### src/aspc_pkg.sv
// shared constants, types and ratio lookup for serial port clocking
package aspc_pkg;
  // register word addresses
  localparam logic [3:0] REG_CTRL = 4'h0;
  localparam logic [3:0] REG_RATIO = 4'h1;
  localparam logic [3:0] REG_STATUS = 4'h2;
  // control word: speed, role, source, auto, line routing
  localparam int CTRL_W = 10;
  localparam int CTRL_SPEED = 0;
  localparam int CTRL_MASTER = 2;
  localparam int CTRL_SRC = 4;
  localparam int CTRL_AUTO = 6;
  localparam int CTRL_LINE = 7;
  localparam logic [CTRL_W-1:0] CTRL_RST = 10'h000;
  // ratio word: one two-bit field per master clock
  localparam int RATIO_W = 4;
  localparam int FIELD_W = 2;
  localparam logic [RATIO_W-1:0] RATIO_RST = 4'h0;
  // status word positions
  localparam int STAT_ASYNC = 0;
  localparam int STAT_SPEED = 1;
  localparam int STAT_LOCK = 3;
  localparam int STAT_HW = 5;
  localparam int STAT_CNT = 6;
  // tick counters and the bit clock step (128 edges per frame)
  localparam int CNT_W = 10;
  localparam logic [CNT_W-1:0] CNT_MAX = 10'h3FF;
  localparam logic [CNT_W-1:0] BIT_STEP = 10'h080;
  localparam logic PINS_OE_N_RST = 1'b1;
  // speed encodings
  localparam logic SPEED_SINGLE = 1'b0;
  localparam logic SPEED_DOUBLE = 1'b1;
  // strap codes as {low pin, high pin}
  localparam logic [1:0] STRAP_MST_SS = 2'h0;
  localparam logic [1:0] STRAP_MST_DS = 2'h1;
  localparam logic [1:0] STRAP_RSVD = 2'h2;
  localparam logic [1:0] STRAP_SLV_AUTO = 2'h3;
  // ratio fields implied by the halve pin
  localparam logic [1:0] HW_FIELD_LO = 2'h0;
  localparam logic [1:0] HW_FIELD_HI = 2'h2;
  // master clock ticks per frame
  localparam logic [CNT_W-1:0] R128 = 10'h080;
  localparam logic [CNT_W-1:0] R192 = 10'h0C0;
  localparam logic [CNT_W-1:0] R256 = 10'h100;
  localparam logic [CNT_W-1:0] R384 = 10'h180;
  localparam logic [CNT_W-1:0] R512 = 10'h200;
  localparam logic [CNT_W-1:0] R768 = 10'h300;
  // port role, one-hot
  typedef enum logic [1:0] {ROLE_SLAVE = 2'b01, ROLE_MASTER = 2'b10} aspc_role_e;

  // ticks per frame for a speed and a ratio field
  function automatic logic [CNT_W-1:0] aspc_ratio(input logic speed,
                                                 input logic [1:0] field);
    logic [CNT_W-1:0] r;
    r = R256;
    case ({speed, field})
      3'h0: r = R256;
      3'h1: r = R384;
      3'h2: r = R512;
      3'h3: r = R768;
      3'h4: r = R128;
      3'h5: r = R192;
      3'h6: r = R256;
      3'h7: r = R384;
      default: r = R256;
    endcase
    return r;
  endfunction : aspc_ratio
endpackage : aspc_pkg

### src/aspc_port_if.sv
// configuration and status bundle between top and one port generator
`timescale 1ns/100ps
interface aspc_port_if;
  logic mclk_tick; // selected master clock enable
  logic master; // port drives its clocks
  logic speed; // configured speed
  logic auto_en; // speed taken from measurement
  logic [1:0] field; // ratio field of selected clock
  logic bit_level; // bit clock as seen or driven
  logic frame_level; // frame clock as seen or driven
  logic pins_oe_n; // low while driving pins
  logic eff_speed; // speed in force
  logic locked; // frame matches expected ratio
  logic [9:0] count; // ticks in last slave frame
  modport ctl(output mclk_tick, master, speed, auto_en, field,
              input bit_level, frame_level, pins_oe_n, eff_speed, locked, count);
  modport port(input mclk_tick, master, speed, auto_en, field,
               output bit_level, frame_level, pins_oe_n, eff_speed, locked, count);
endinterface : aspc_port_if

### src/aspc_port_clkgen.sv
// one serial port: clock generation as master, measurement as slave
`timescale 1ns/100ps
module aspc_port_clkgen
  import aspc_pkg::*;
(
  input wire logic i_core_clk,
  input wire logic i_rst_n,
  input wire logic i_bit_pin,
  input wire logic i_frame_pin,
  aspc_port_if.port p
);
  typedef struct packed {
    aspc_role_e role; // current role
    logic [CNT_W-1:0] phase; // tick within frame
    logic [CNT_W-1:0] acc; // bit clock accumulator
    logic [CNT_W-1:0] meas; // ticks since frame rise
    logic [CNT_W-1:0] count; // last measured frame
    logic bit_lvl;
    logic frame_lvl;
    logic oe_n;
    logic frame_prev; // edge detect on frame pin
    logic eff_speed;
    logic locked;
  } aspc_port_s;

  aspc_port_s s;
  aspc_port_s next_s;
  logic [CNT_W-1:0] ratio_n; // expected ticks per frame
  logic [CNT_W-1:0] acc_sum;
  logic [CNT_W-1:0] meas_sum; // saturating so a stopped frame cannot wrap
  logic frame_rise;

  assign ratio_n = aspc_ratio(p.speed, p.field);
  assign acc_sum = s.acc + BIT_STEP;
  assign meas_sum = (s.meas == CNT_MAX) ? CNT_MAX : s.meas + {9'h000, p.mclk_tick};
  assign frame_rise = i_frame_pin & ~s.frame_prev;

  // next state of the port
  always_comb
  begin
    next_s = s;
    next_s.frame_prev = i_frame_pin;
    case (s.role)
      // master drives derived clocks
      ROLE_MASTER:
      begin
        next_s.oe_n = 1'b0;
        next_s.eff_speed = p.speed;
        next_s.locked = 1'b1;
        if (p.mclk_tick)
        begin
          // 64 bit clocks per frame
          if (acc_sum >= ratio_n)
          begin
            next_s.acc = acc_sum - ratio_n;
            next_s.bit_lvl = ~s.bit_lvl;
          end
          else
          begin
            next_s.acc = acc_sum;
          end
          // frame wraps every ratio ticks
          if (s.phase >= ratio_n - 10'h001)
          begin
            next_s.phase = '0;
            next_s.frame_lvl = 1'b0;
            next_s.acc = '0;
            next_s.bit_lvl = 1'b0;
          end
          else
          begin
            next_s.phase = s.phase + 10'h001;
            next_s.frame_lvl = (s.phase + 10'h001) >= (ratio_n >> 1);
          end
        end
      end
      // slave follows pins, generator idle
      ROLE_SLAVE:
      begin
        next_s.oe_n = 1'b1;
        next_s.bit_lvl = i_bit_pin;
        next_s.frame_lvl = i_frame_pin;
        next_s.meas = meas_sum;
        if (!p.auto_en)
        begin
          next_s.eff_speed = p.speed;
        end
        if (frame_rise)
        begin
          next_s.meas = '0;
          next_s.count = meas_sum;
          // speed from measured ratio
          if (p.auto_en)
          begin
            if (meas_sum == aspc_ratio(SPEED_SINGLE, p.field))
            begin
              next_s.eff_speed = SPEED_SINGLE;
              next_s.locked = 1'b1;
            end
            else if (meas_sum == aspc_ratio(SPEED_DOUBLE, p.field))
            begin
              next_s.eff_speed = SPEED_DOUBLE;
              next_s.locked = 1'b1;
            end
            else
            begin
              next_s.locked = 1'b0;
            end
          end
          else
          begin
            // fixed speed expects fixed ratio
            next_s.locked = (meas_sum == ratio_n);
          end
        end
      end
      default: next_s.role = ROLE_SLAVE;
    endcase
    // role change: release pins first, restart counts
    if (p.master != (s.role == ROLE_MASTER))
    begin
      next_s.role = p.master ? ROLE_MASTER : ROLE_SLAVE;
      next_s.oe_n = 1'b1;
      next_s.phase = '0;
      next_s.acc = '0;
      next_s.meas = '0;
      next_s.locked = 1'b0;
    end
  end

  // state register
  always_ff @(posedge i_core_clk)
  begin
    if (!i_rst_n)
    begin
      s <= '0;
      s.role <= ROLE_SLAVE;
      s.oe_n <= PINS_OE_N_RST;
    end
    else
    begin
      s <= next_s;
    end
  end

  assign p.bit_level = s.bit_lvl;
  assign p.frame_level = s.frame_lvl;
  assign p.pins_oe_n = s.oe_n;
  assign p.eff_speed = s.eff_speed;
  assign p.locked = s.locked;
  assign p.count = s.count;
endmodule : aspc_port_clkgen

### src/aspc_top.sv
// serial audio port clocking: registers, pin decode, two port generators
//
// Contract
// two speed ranges, single and double
// two ports, each own frame/bit pair
// each data line picks its port
// per port speed and role independent
// master and frame clocks integer ratio
// frame clock runs at sample rate
// speed bits and fields set clocks
// single speed ratios 256/384/512/768
// double speed ratios 128/192/256/384
// reset: synchronous, both on clock one
// synchronous ports may differ in speed
// differing sources give asynchronous mode
// hardware mode uses clock one only
// slave pins input, master pins driven
// far side derives slave frame clock
// straps set role and speed
// far side keeps bit clock ratio
// auto detection derives speed from ratio
//
// The address map and strobed register access were decided locally.
`timescale 1ns/100ps
module aspc_top
  import aspc_pkg::*;
(
  input wire logic i_core_clk,
  input wire logic i_rst_n,
  // register port
  input wire logic [3:0] i_addr,
  input wire logic [31:0] i_wr_data,
  input wire logic i_wr_en,
  input wire logic i_rd_en,
  output logic [31:0] o_rd_data,
  // hardware configuration pins
  input wire logic i_hw_mode,
  input wire logic i_strap_pin_low,
  input wire logic i_strap_pin_high,
  input wire logic i_master_clock_halve_pin,
  // master clock enables, one pulse per period
  input wire logic i_master_clock_one,
  input wire logic i_master_clock_two,
  // port pins, index 0 is port one
  input wire logic [1:0] i_bit_clock,
  input wire logic [1:0] i_frame_clock,
  output logic [1:0] o_bit_clock,
  output logic [1:0] o_bit_clock_oe_n,
  output logic [1:0] o_frame_clock,
  output logic [1:0] o_frame_clock_oe_n,
  // clocks for output line, input one, input two
  output logic [2:0] o_line_bit_clock,
  output logic [2:0] o_line_frame_clock,
  output logic o_async_mode
);
  typedef struct packed {
    logic [CTRL_W-1:0] ctrl; // speed, role, source, auto, lines
    logic [RATIO_W-1:0] ratio; // master_clock_ratio_field per clock
    logic [31:0] rdata; // read data, one cycle only
    logic [2:0] line_bit; // routed bit clocks
    logic [2:0] line_frame; // routed frame clocks
    logic async; // ports on different sources
  } aspc_top_s;

  aspc_top_s s;
  aspc_top_s next_s;

  aspc_port_if pif[2] ();

  logic [1:0] strap; // {low, high}
  logic [1:0] src_sel; // port_clock_source_select in force
  logic [1:0] port_bit; // levels of each port
  logic [1:0] port_frame;
  logic [1:0] port_speed; // speed in force per port
  logic [1:0] port_lock;
  logic [2:0] line_src; // port used by each data line
  logic [CNT_W-1:0] port_count [2];
  logic [31:0] status; // assembled status word
  logic async_now;

  assign strap = {i_strap_pin_low, i_strap_pin_high};

  // per port decode and generator
  genvar g;
  generate
    for (g = 0; g < 2; g++)
    begin : g_port
      // hardware mode forces clock one
      assign src_sel[g] = i_hw_mode ? 1'b0 : s.ctrl[CTRL_SRC+g];
      // each port runs on its own source
      assign pif[g].mclk_tick = src_sel[g] ? i_master_clock_two : i_master_clock_one;
      // field follows the selected clock
      assign pif[g].field = i_hw_mode ?
        (i_master_clock_halve_pin ? HW_FIELD_HI : HW_FIELD_LO) :
        s.ratio[src_sel[g]*FIELD_W +: FIELD_W];
      // straps decide role in hardware mode
      assign pif[g].master = i_hw_mode ?
        (strap == STRAP_MST_SS || strap == STRAP_MST_DS) : s.ctrl[CTRL_MASTER+g];
      // per port speed
      assign pif[g].speed = i_hw_mode ? (strap == STRAP_MST_DS) : s.ctrl[CTRL_SPEED+g];
      // reserved strap code: slave, fixed single speed, pins released
      assign pif[g].auto_en = i_hw_mode ? (strap == STRAP_SLV_AUTO) : s.ctrl[CTRL_AUTO];

      // own pin pair per port
      aspc_port_clkgen u_port (
        .i_core_clk(i_core_clk),
        .i_rst_n(i_rst_n),
        .i_bit_pin(i_bit_clock[g]),
        .i_frame_pin(i_frame_clock[g]),
        .p(pif[g])
      );

      assign port_bit[g] = pif[g].bit_level;
      assign port_frame[g] = pif[g].frame_level;
      assign port_speed[g] = pif[g].eff_speed;
      assign port_lock[g] = pif[g].locked;
      assign port_count[g] = pif[g].count;
      // pin drivers are flops inside the generator
      assign o_bit_clock[g] = pif[g].bit_level;
      assign o_frame_clock[g] = pif[g].frame_level;
      assign o_bit_clock_oe_n[g] = pif[g].pins_oe_n;
      assign o_frame_clock_oe_n[g] = pif[g].pins_oe_n;
    end
    for (g = 0; g < 3; g++)
    begin : g_line
      // line routing, port one in hardware mode
      assign line_src[g] = i_hw_mode ? 1'b0 : s.ctrl[CTRL_LINE+g];
    end
  endgenerate

  // asynchronous only when sources differ
  assign async_now = !i_hw_mode && (s.ctrl[CTRL_SRC] != s.ctrl[CTRL_SRC+1]);

  // status word seen by software
  always_comb
  begin
    status = 32'h0000_0000;
    status[STAT_ASYNC] = s.async;
    status[STAT_SPEED +: 2] = port_speed;
    status[STAT_LOCK +: 2] = port_lock;
    status[STAT_HW] = i_hw_mode;
    status[STAT_CNT +: CNT_W] = port_count[0];
    status[STAT_CNT+CNT_W +: CNT_W] = port_count[1];
  end

  // next state: register writes, reads, routing
  always_comb
  begin
    next_s = s;
    // read data stand for one cycle only
    next_s.rdata = 32'h0000_0000;
    if (i_wr_en)
    begin
      case (i_addr)
        REG_CTRL: next_s.ctrl = i_wr_data[CTRL_W-1:0];
        REG_RATIO: next_s.ratio = i_wr_data[RATIO_W-1:0];
        // status and unmapped writes are dropped
        default: next_s.ctrl = s.ctrl;
      endcase
    end
    if (i_rd_en)
    begin
      case (i_addr)
        REG_CTRL: next_s.rdata = {22'h000000, s.ctrl};
        REG_RATIO: next_s.rdata = {28'h0000000, s.ratio};
        REG_STATUS: next_s.rdata = status;
        // unmapped reads return zero
        default: next_s.rdata = 32'h0000_0000;
      endcase
    end
    next_s.async = async_now;
    // registered so data paths see glitch-free levels, one cycle late
    for (int k = 0; k < 3; k++)
    begin
      next_s.line_bit[k] = port_bit[line_src[k]];
      next_s.line_frame[k] = port_frame[line_src[k]];
    end
  end

  // state register
  always_ff @(posedge i_core_clk)
  begin
    if (!i_rst_n)
    begin
      // sources cleared, synchronous mode
      s <= '0;
      s.ctrl <= CTRL_RST;
      s.ratio <= RATIO_RST;
    end
    else
    begin
      s <= next_s;
    end
  end

  assign o_rd_data = s.rdata;
  assign o_line_bit_clock = s.line_bit;
  assign o_line_frame_clock = s.line_frame;
  assign o_async_mode = s.async;
endmodule : aspc_top

### config.mk
export PLATFORM = sky130hd
export DESIGN_NAME = aspc_top
export DESIGN_NICKNAME = d
export VERILOG_FILES = /design/src/aspc_pkg.sv /design/src/aspc_port_if.sv /design/src/aspc_port_clkgen.sv /design/src/aspc_top.sv
export SDC_FILE = /design/constraint.sdc
export NUM_CORES = 1
export LEC_CHECK = 0
export ABC_AREA = 1
export BUFFER_PORTS_ARGS = -buffer_cell sky130_fd_sc_hd__buf_2
export CAP_MARGIN = 10
export CORE_ASPECT_RATIO = 1.25
export CORE_MARGIN = 4
export CORE_UTILIZATION = 37
export DETAILED_ROUTE_END_ITERATION = 6
export GPL_TIMING_DRIVEN = 0
export PLACE_DENSITY = 0.64
export SYNTH_ARGS = -nofsm -noshare
export SYNTH_HDL_FRONTEND = slang
export SYNTH_HIERARCHICAL = 1
export SYNTH_SLANG_ARGS = --single-unit
export TNS_END_PERCENT = 100
### constraint.sdc
create_clock -name i_core_clk -period 3.2 [get_ports i_core_clk]
set_clock_uncertainty 0.05 [all_clocks]
set_input_delay 0.16 -clock i_core_clk [delete_from_list [all_inputs] [get_ports i_core_clk]]
set_output_delay 0.16 -clock i_core_clk [all_outputs]
set_load 0.05 [all_outputs]
== After elaboration in Yosys (flattened, before gate mapping) ==
Memories as Yosys holds them, arrays and structs flattened.
Cells that the tools add are included.
Word-level totals
  register bits after elaboration: 149
  memory bits (read-only): 64
  input bits: 50
  output and inout port bits: 47
  logic and storage cells: 211
  memories: 2
Memories
  (no name shown): depth 8, width 4, read ports 1, clocked after memory_dff 0, write ports 0, RTL line aspc_pkg.sv:56  | case ({speed, field})
  (no name shown): depth 8, width 4, read ports 1, clocked after memory_dff 0, write ports 0, RTL line aspc_pkg.sv:56
Cells by class
  add/subtract/negate cells: 10
  order comparisons: 9
  eq/ne operators: 33
  shift-type cells: 2
  multiplexer cells: 94
  bitwise gates (word level): 7
  reductions and logical operators: 26
Operators by type and width (count)
  2-to-1 mux 10 bit: 22
  2-to-1 mux 20 bit: 8
  one-hot mux 10 bit (4 select lines): 4
  one-hot mux 26 bit (3 select lines): 1
  2-to-1 mux 32 bit: 2
  equality test 10 bit: 6
  >= comparator 10 bit: 4
  2-to-1 mux 1 bit: 40
  2-to-1 mux 2 bit: 13
  AND reduction 2 bit: 11
  adder 10 x 1 -> 10 bit: 2
  adder 10 x 1 -> 10 bit (second input constant): 2
  adder 10 x 8 -> 10 bit (second input constant): 2
  equality test 10 bit (second input constant): 2
  >= comparator 10 x 9 -> 1 bit: 2
  subtractor 10 x 1 -> 10 bit (second input constant): 2
  subtractor 10 bit: 2
  equality test 2 bit (second input constant): 7
  != test 2 x 1 -> 1 bit (second input constant): 6
  one-hot mux 3 bit (2 select lines): 2
  equality test 2 x 1 -> 1 bit (second input constant): 5
  one-hot mux 2 bit (2 select lines): 2
  OR reduction 2 bit: 4
  indexed part select 4 x 3 -> 2 bit: 2
  other kinds (14): 28

== Longest topological paths before layout ==
  depth in word-level cells: 19
  depth in mapped cells: 20
  gate-level depth less buffers: 20

== Cells and area by module ==
The synthesis kept the hierarchy.
Modules (own cells, without submodules)
  aspc_port_clkgen: times used 2, cells each 451, area an instance 3083.0 sq um
  aspc_top: times used 1, cells each 307, area an instance 2272.2 sq um

== Worst setup path before layout ==
No wires, ideal clock.
  path type: reg-to-reg
  start: reg s[48] (netlist name)
  end: reg g_port[1].u_port/s[35] (netlist name)
  setup time: 0.132 ns
  arrival: 3.031 ns
  required time: 3.018 ns
  setup slack: -0.013 ns
  cell stages (with the launch flop): 19
  buffers on the path: 2
  path through: dfxtp_1 > clkbuf_1 > a21oi_1 > o21ai_0 > o21ai_0 > nor2_1 > inv_1 > a21oi_1 > inv_1 > ha_1 > ha_1 > nand2_1 > nor4_1 > nand2_1 > nand2_1 > nand2_1 > nand2_1 > clkbuf_1 > nor3_1
RTL lines
  end signal, assigned: RTL line aspc_port_clkgen.sv:142  | s <= next_s;
  end, declared: RTL line aspc_port_clkgen.sv:26  | aspc_port_s s;

==> out/metrics.yaml <==
drt.antenna.violating_nets: 0
finalWirelength_mm: 20.99
dieWidth_um: 143.1
status: "finished, final reports clean"
drive_gt1_share_pct: 20.31
ys_async_sr_fraction_pct: 0
crit_arrival_ns: 3.33
p_leak_uw: 0.004725
ys_warn_count: 6
irDropWorstVdd_mv: 0.3840
grt_pass1_wl_mm: 34.03
routedWlPerCell_um: 12.94
crit_path_start_kind: "flop"
routabilityCongestion: 0.9496
ys_seq_area_share_pct: 33.93
cp_common_cell: "nand2_1"
grt.overflow.total: 0
initial_core_util_pct: 37.73
fmax_mhz: 324.8
cap_violations: 0
hold_violations: 0
crit_required_ns: 3.46
synth_area_per_cell_um2: 6.979
nets: 1420
critPathMaxFanout: 10
cts_buffer_depth: 2
fin_crit_ns: 3.079
clk_pin_slew_ns: 0.06
synth_edf_count: 0
synth_compound_area_share_pct: 12.46
clkSinkCount: 143
synth_top_family_by_area: "simple AND/OR/NAND/NOR gates"
area_growth_pct: 19.59
preCtsSetupSlack_ns: -0.9107
vias_per_cell: 4.784
vias: 7760
dpl.hpwl_mm: 16.08
hp-class: "in2reg"
synthMuxAreaShare_pct: 0
fin_crit_sh_pct: 96.22
cts_buffers: 17
synth-seq-cells: 143
grt_antenna_before_repair: 1
path_class: "reg2reg"
synth_fa_ha_area_share_pct: 6.702
ys.flop_type: "dfxtp_1"
syn-cell-area_um2: 8438
worst_slack_ns: 0.1209
synth-simple-area-share_pct: 29.26
die_height_um: 176.8
critPathBufInv: 4
cts_tree: "built"
worst_slew_pin_slew_ns: 0.6980
clock_latency_ns: 0.42
cpLargestDelayFamily: "simple AND/OR/NAND/NOR gates"
slowest_delay_ns: 0.39
drc: 0
synthCells: 1209
antenna-diode-count: 0
synth_cell_type_count: 45
grt_pass1_vias: 7236
crit_path_end_kind: "flop"
drt_first_iter_violations: 402
setup_viol: 0
core_area_um2: 22360
io_buffers: 68
h-tree-depth: 4
rows: 61
grt_use_total_pct: 16.71
drt_pass1_iterations: 5
root_buffer: "clkbuf_16"
relSlewSlack_pct: 53.29
grt_max_degree: 17
crit_chain: "o21ai_0 -> a21oi_1 -> inv_1 -> nor2_2 -> inv_2 -> a21oi_4 -> inv_2 -> ha_4 -> ha_1 -> nand2_1 -> nor4_2 -> nand2_1 -> nand2_2 -> nand2_1 -> nand2_1 -> buf_4 -> nor3_1"
die_area_um2: 25300
slowest_stage: "dfxtp_4"
p_total_uw: 5594
drv_slew: 0
synth_xor_area_share_pct: 3.114
cellPowerDensity_nw_per_um2: 554.4
n_fill_cell: 2281
io_pins: 97
## through the flow
step / cells / hold slack [ns] / utilization, % / setup TNS (ns) / instance area, µm²
floorplan: 1214 / 0.2035 / - / 0 / 8459
global route: 1622 / 0.04088 / 45.12 / -0.4108 / 10090
detailed placement: 1565 / 0.3594 / 40.93 / -30.84 / 9154
CTS: 1613 / 0.02469 / 44.58 / 0 / 9970
finish: 1622 / 0.03520 / 45.12 / 0 / 10090
global placement: 1565 / 0.3583 / 40.93 / -28.99 / 9154
## worst min-delay path: cells and delay by family
kind | cells | cell delay, ns
buf+inv | 1 | 0.10
compound gates | 2 | 0.19
## cells in the mapped netlist (10+ instances only)
master,count,area share [%]
o21ai_0,47,2.8
nor2_1,173,7.7
a21oi_1,89,5.3
nand3_1,51,3.0
inv_1,141,6.3
dfxtp_1,143,34
ha_1,42,6.2
xor2_1,22,2.3
clkbuf_1,17,0.76
buf_4,72,6.4
nor3_1,10,0.59
nand4_1,22,1.6
nand2_1,257,11
## sequential cells by signal, summed over array words and instances, names as in the netlist
register and count:
g_port.u_port/p.bit_level 2, o_line_bit_clock 3, g_port.u_port/p.count 20, g_port.u_port/p.locked 2, o_line_frame_clock 3, s 14, g_port.u_port/p.eff_speed 2, g_port.u_port/p.frame_level 2
o_rd_data 26, o_async_mode 1, g_port.u_port/p.pins_oe_n 2, g_port.u_port/s 66
## per-layer routing
layer | up-vias | global-route usage (%) | part of all wire (%)
met3 | 31 | 3.081 | 3.6
met1 | 3555 | 18.56 | 41
met2 | 134 | 31.49 | 54
met5 | - | 0 | 0.067
met4 | 2 | 5.666 | 1.7
li1 | 4038 | - | -
## final timing paths
kind         cells after the start                    from  slack (ns)                           end
min                              3          i_bit_clock[1]        0.04  g_port[1].u_port/p.bit_level
min reg2reg                      2  g_port[1].u_port/s[27]        0.38        g_port[1].u_port/s[27]
max reg2reg                     17                   s[48]        0.12        g_port[1].u_port/s[35]
max                             17                   s[48]        0.12        g_port[1].u_port/s[35]
## where the power goes
group	internal, µW	total (µW)	switching (µW)
Combinational	536	1540	1010
Sequential	1940	2070	127
Clock	1180	1980	802
Total	3660	5590	1940
## cells by family (layout without fill, tap and decap cells)
group / after synthesis / after routing
other: 1 / 6
DFF: 143 / 143
xor gates and xnor gates: 30 / 30
and+or+nand+nor: 561 / 561
buffers and inverters: 245 / 370
adders and majority gates: 44 / 44
AOI/OAI and AO/OA: 185 / 185
## area by class of cell
| type | instances | area, µm² | area share (%) |
|---|---|---|---|
| Multi-Input combinational cell | 826 | 4472 | 44.32 |
| Sequential cell | 143 | 2872 | 28.46 |
| Buffer | 94 | 664.4 | 6.584 |
| Timing Repair Buffer | 95 | 575.6 | 5.704 |
| Inverter | 149 | 559.3 | 5.542 |
| Clock buffer | 18 | 439.2 | 4.352 |
| Tap cell | 283 | 354.1 | 3.509 |
| Clock inverter | 14 | 155.1 | 1.538 |
## timing repair
| item | CTS | global route |
|---|---|---|
| hold buffers | 14 | 0 |
| endpoints found under the hold margin | 22 | 0 |
| setup endpoints to repair | 45 | 43 |
| pin swaps | 3 | 6 |
| gates resized for setup | 19 | 21 |
| setup buffers | 4 | 9 |
## cells in the final DEF, fill, tap and decap left out, types with 41 or more instances in the layout
master,instances
buf_2,71
ha_1,41
buf_4,86
nor2_1,167
o21ai_0,44
nand3_1,51
inv_1,136
nand2_1,254
a21oi_1,86
dfxtp_1,140
No activity file was read; power rests on OpenSTA's default activity.
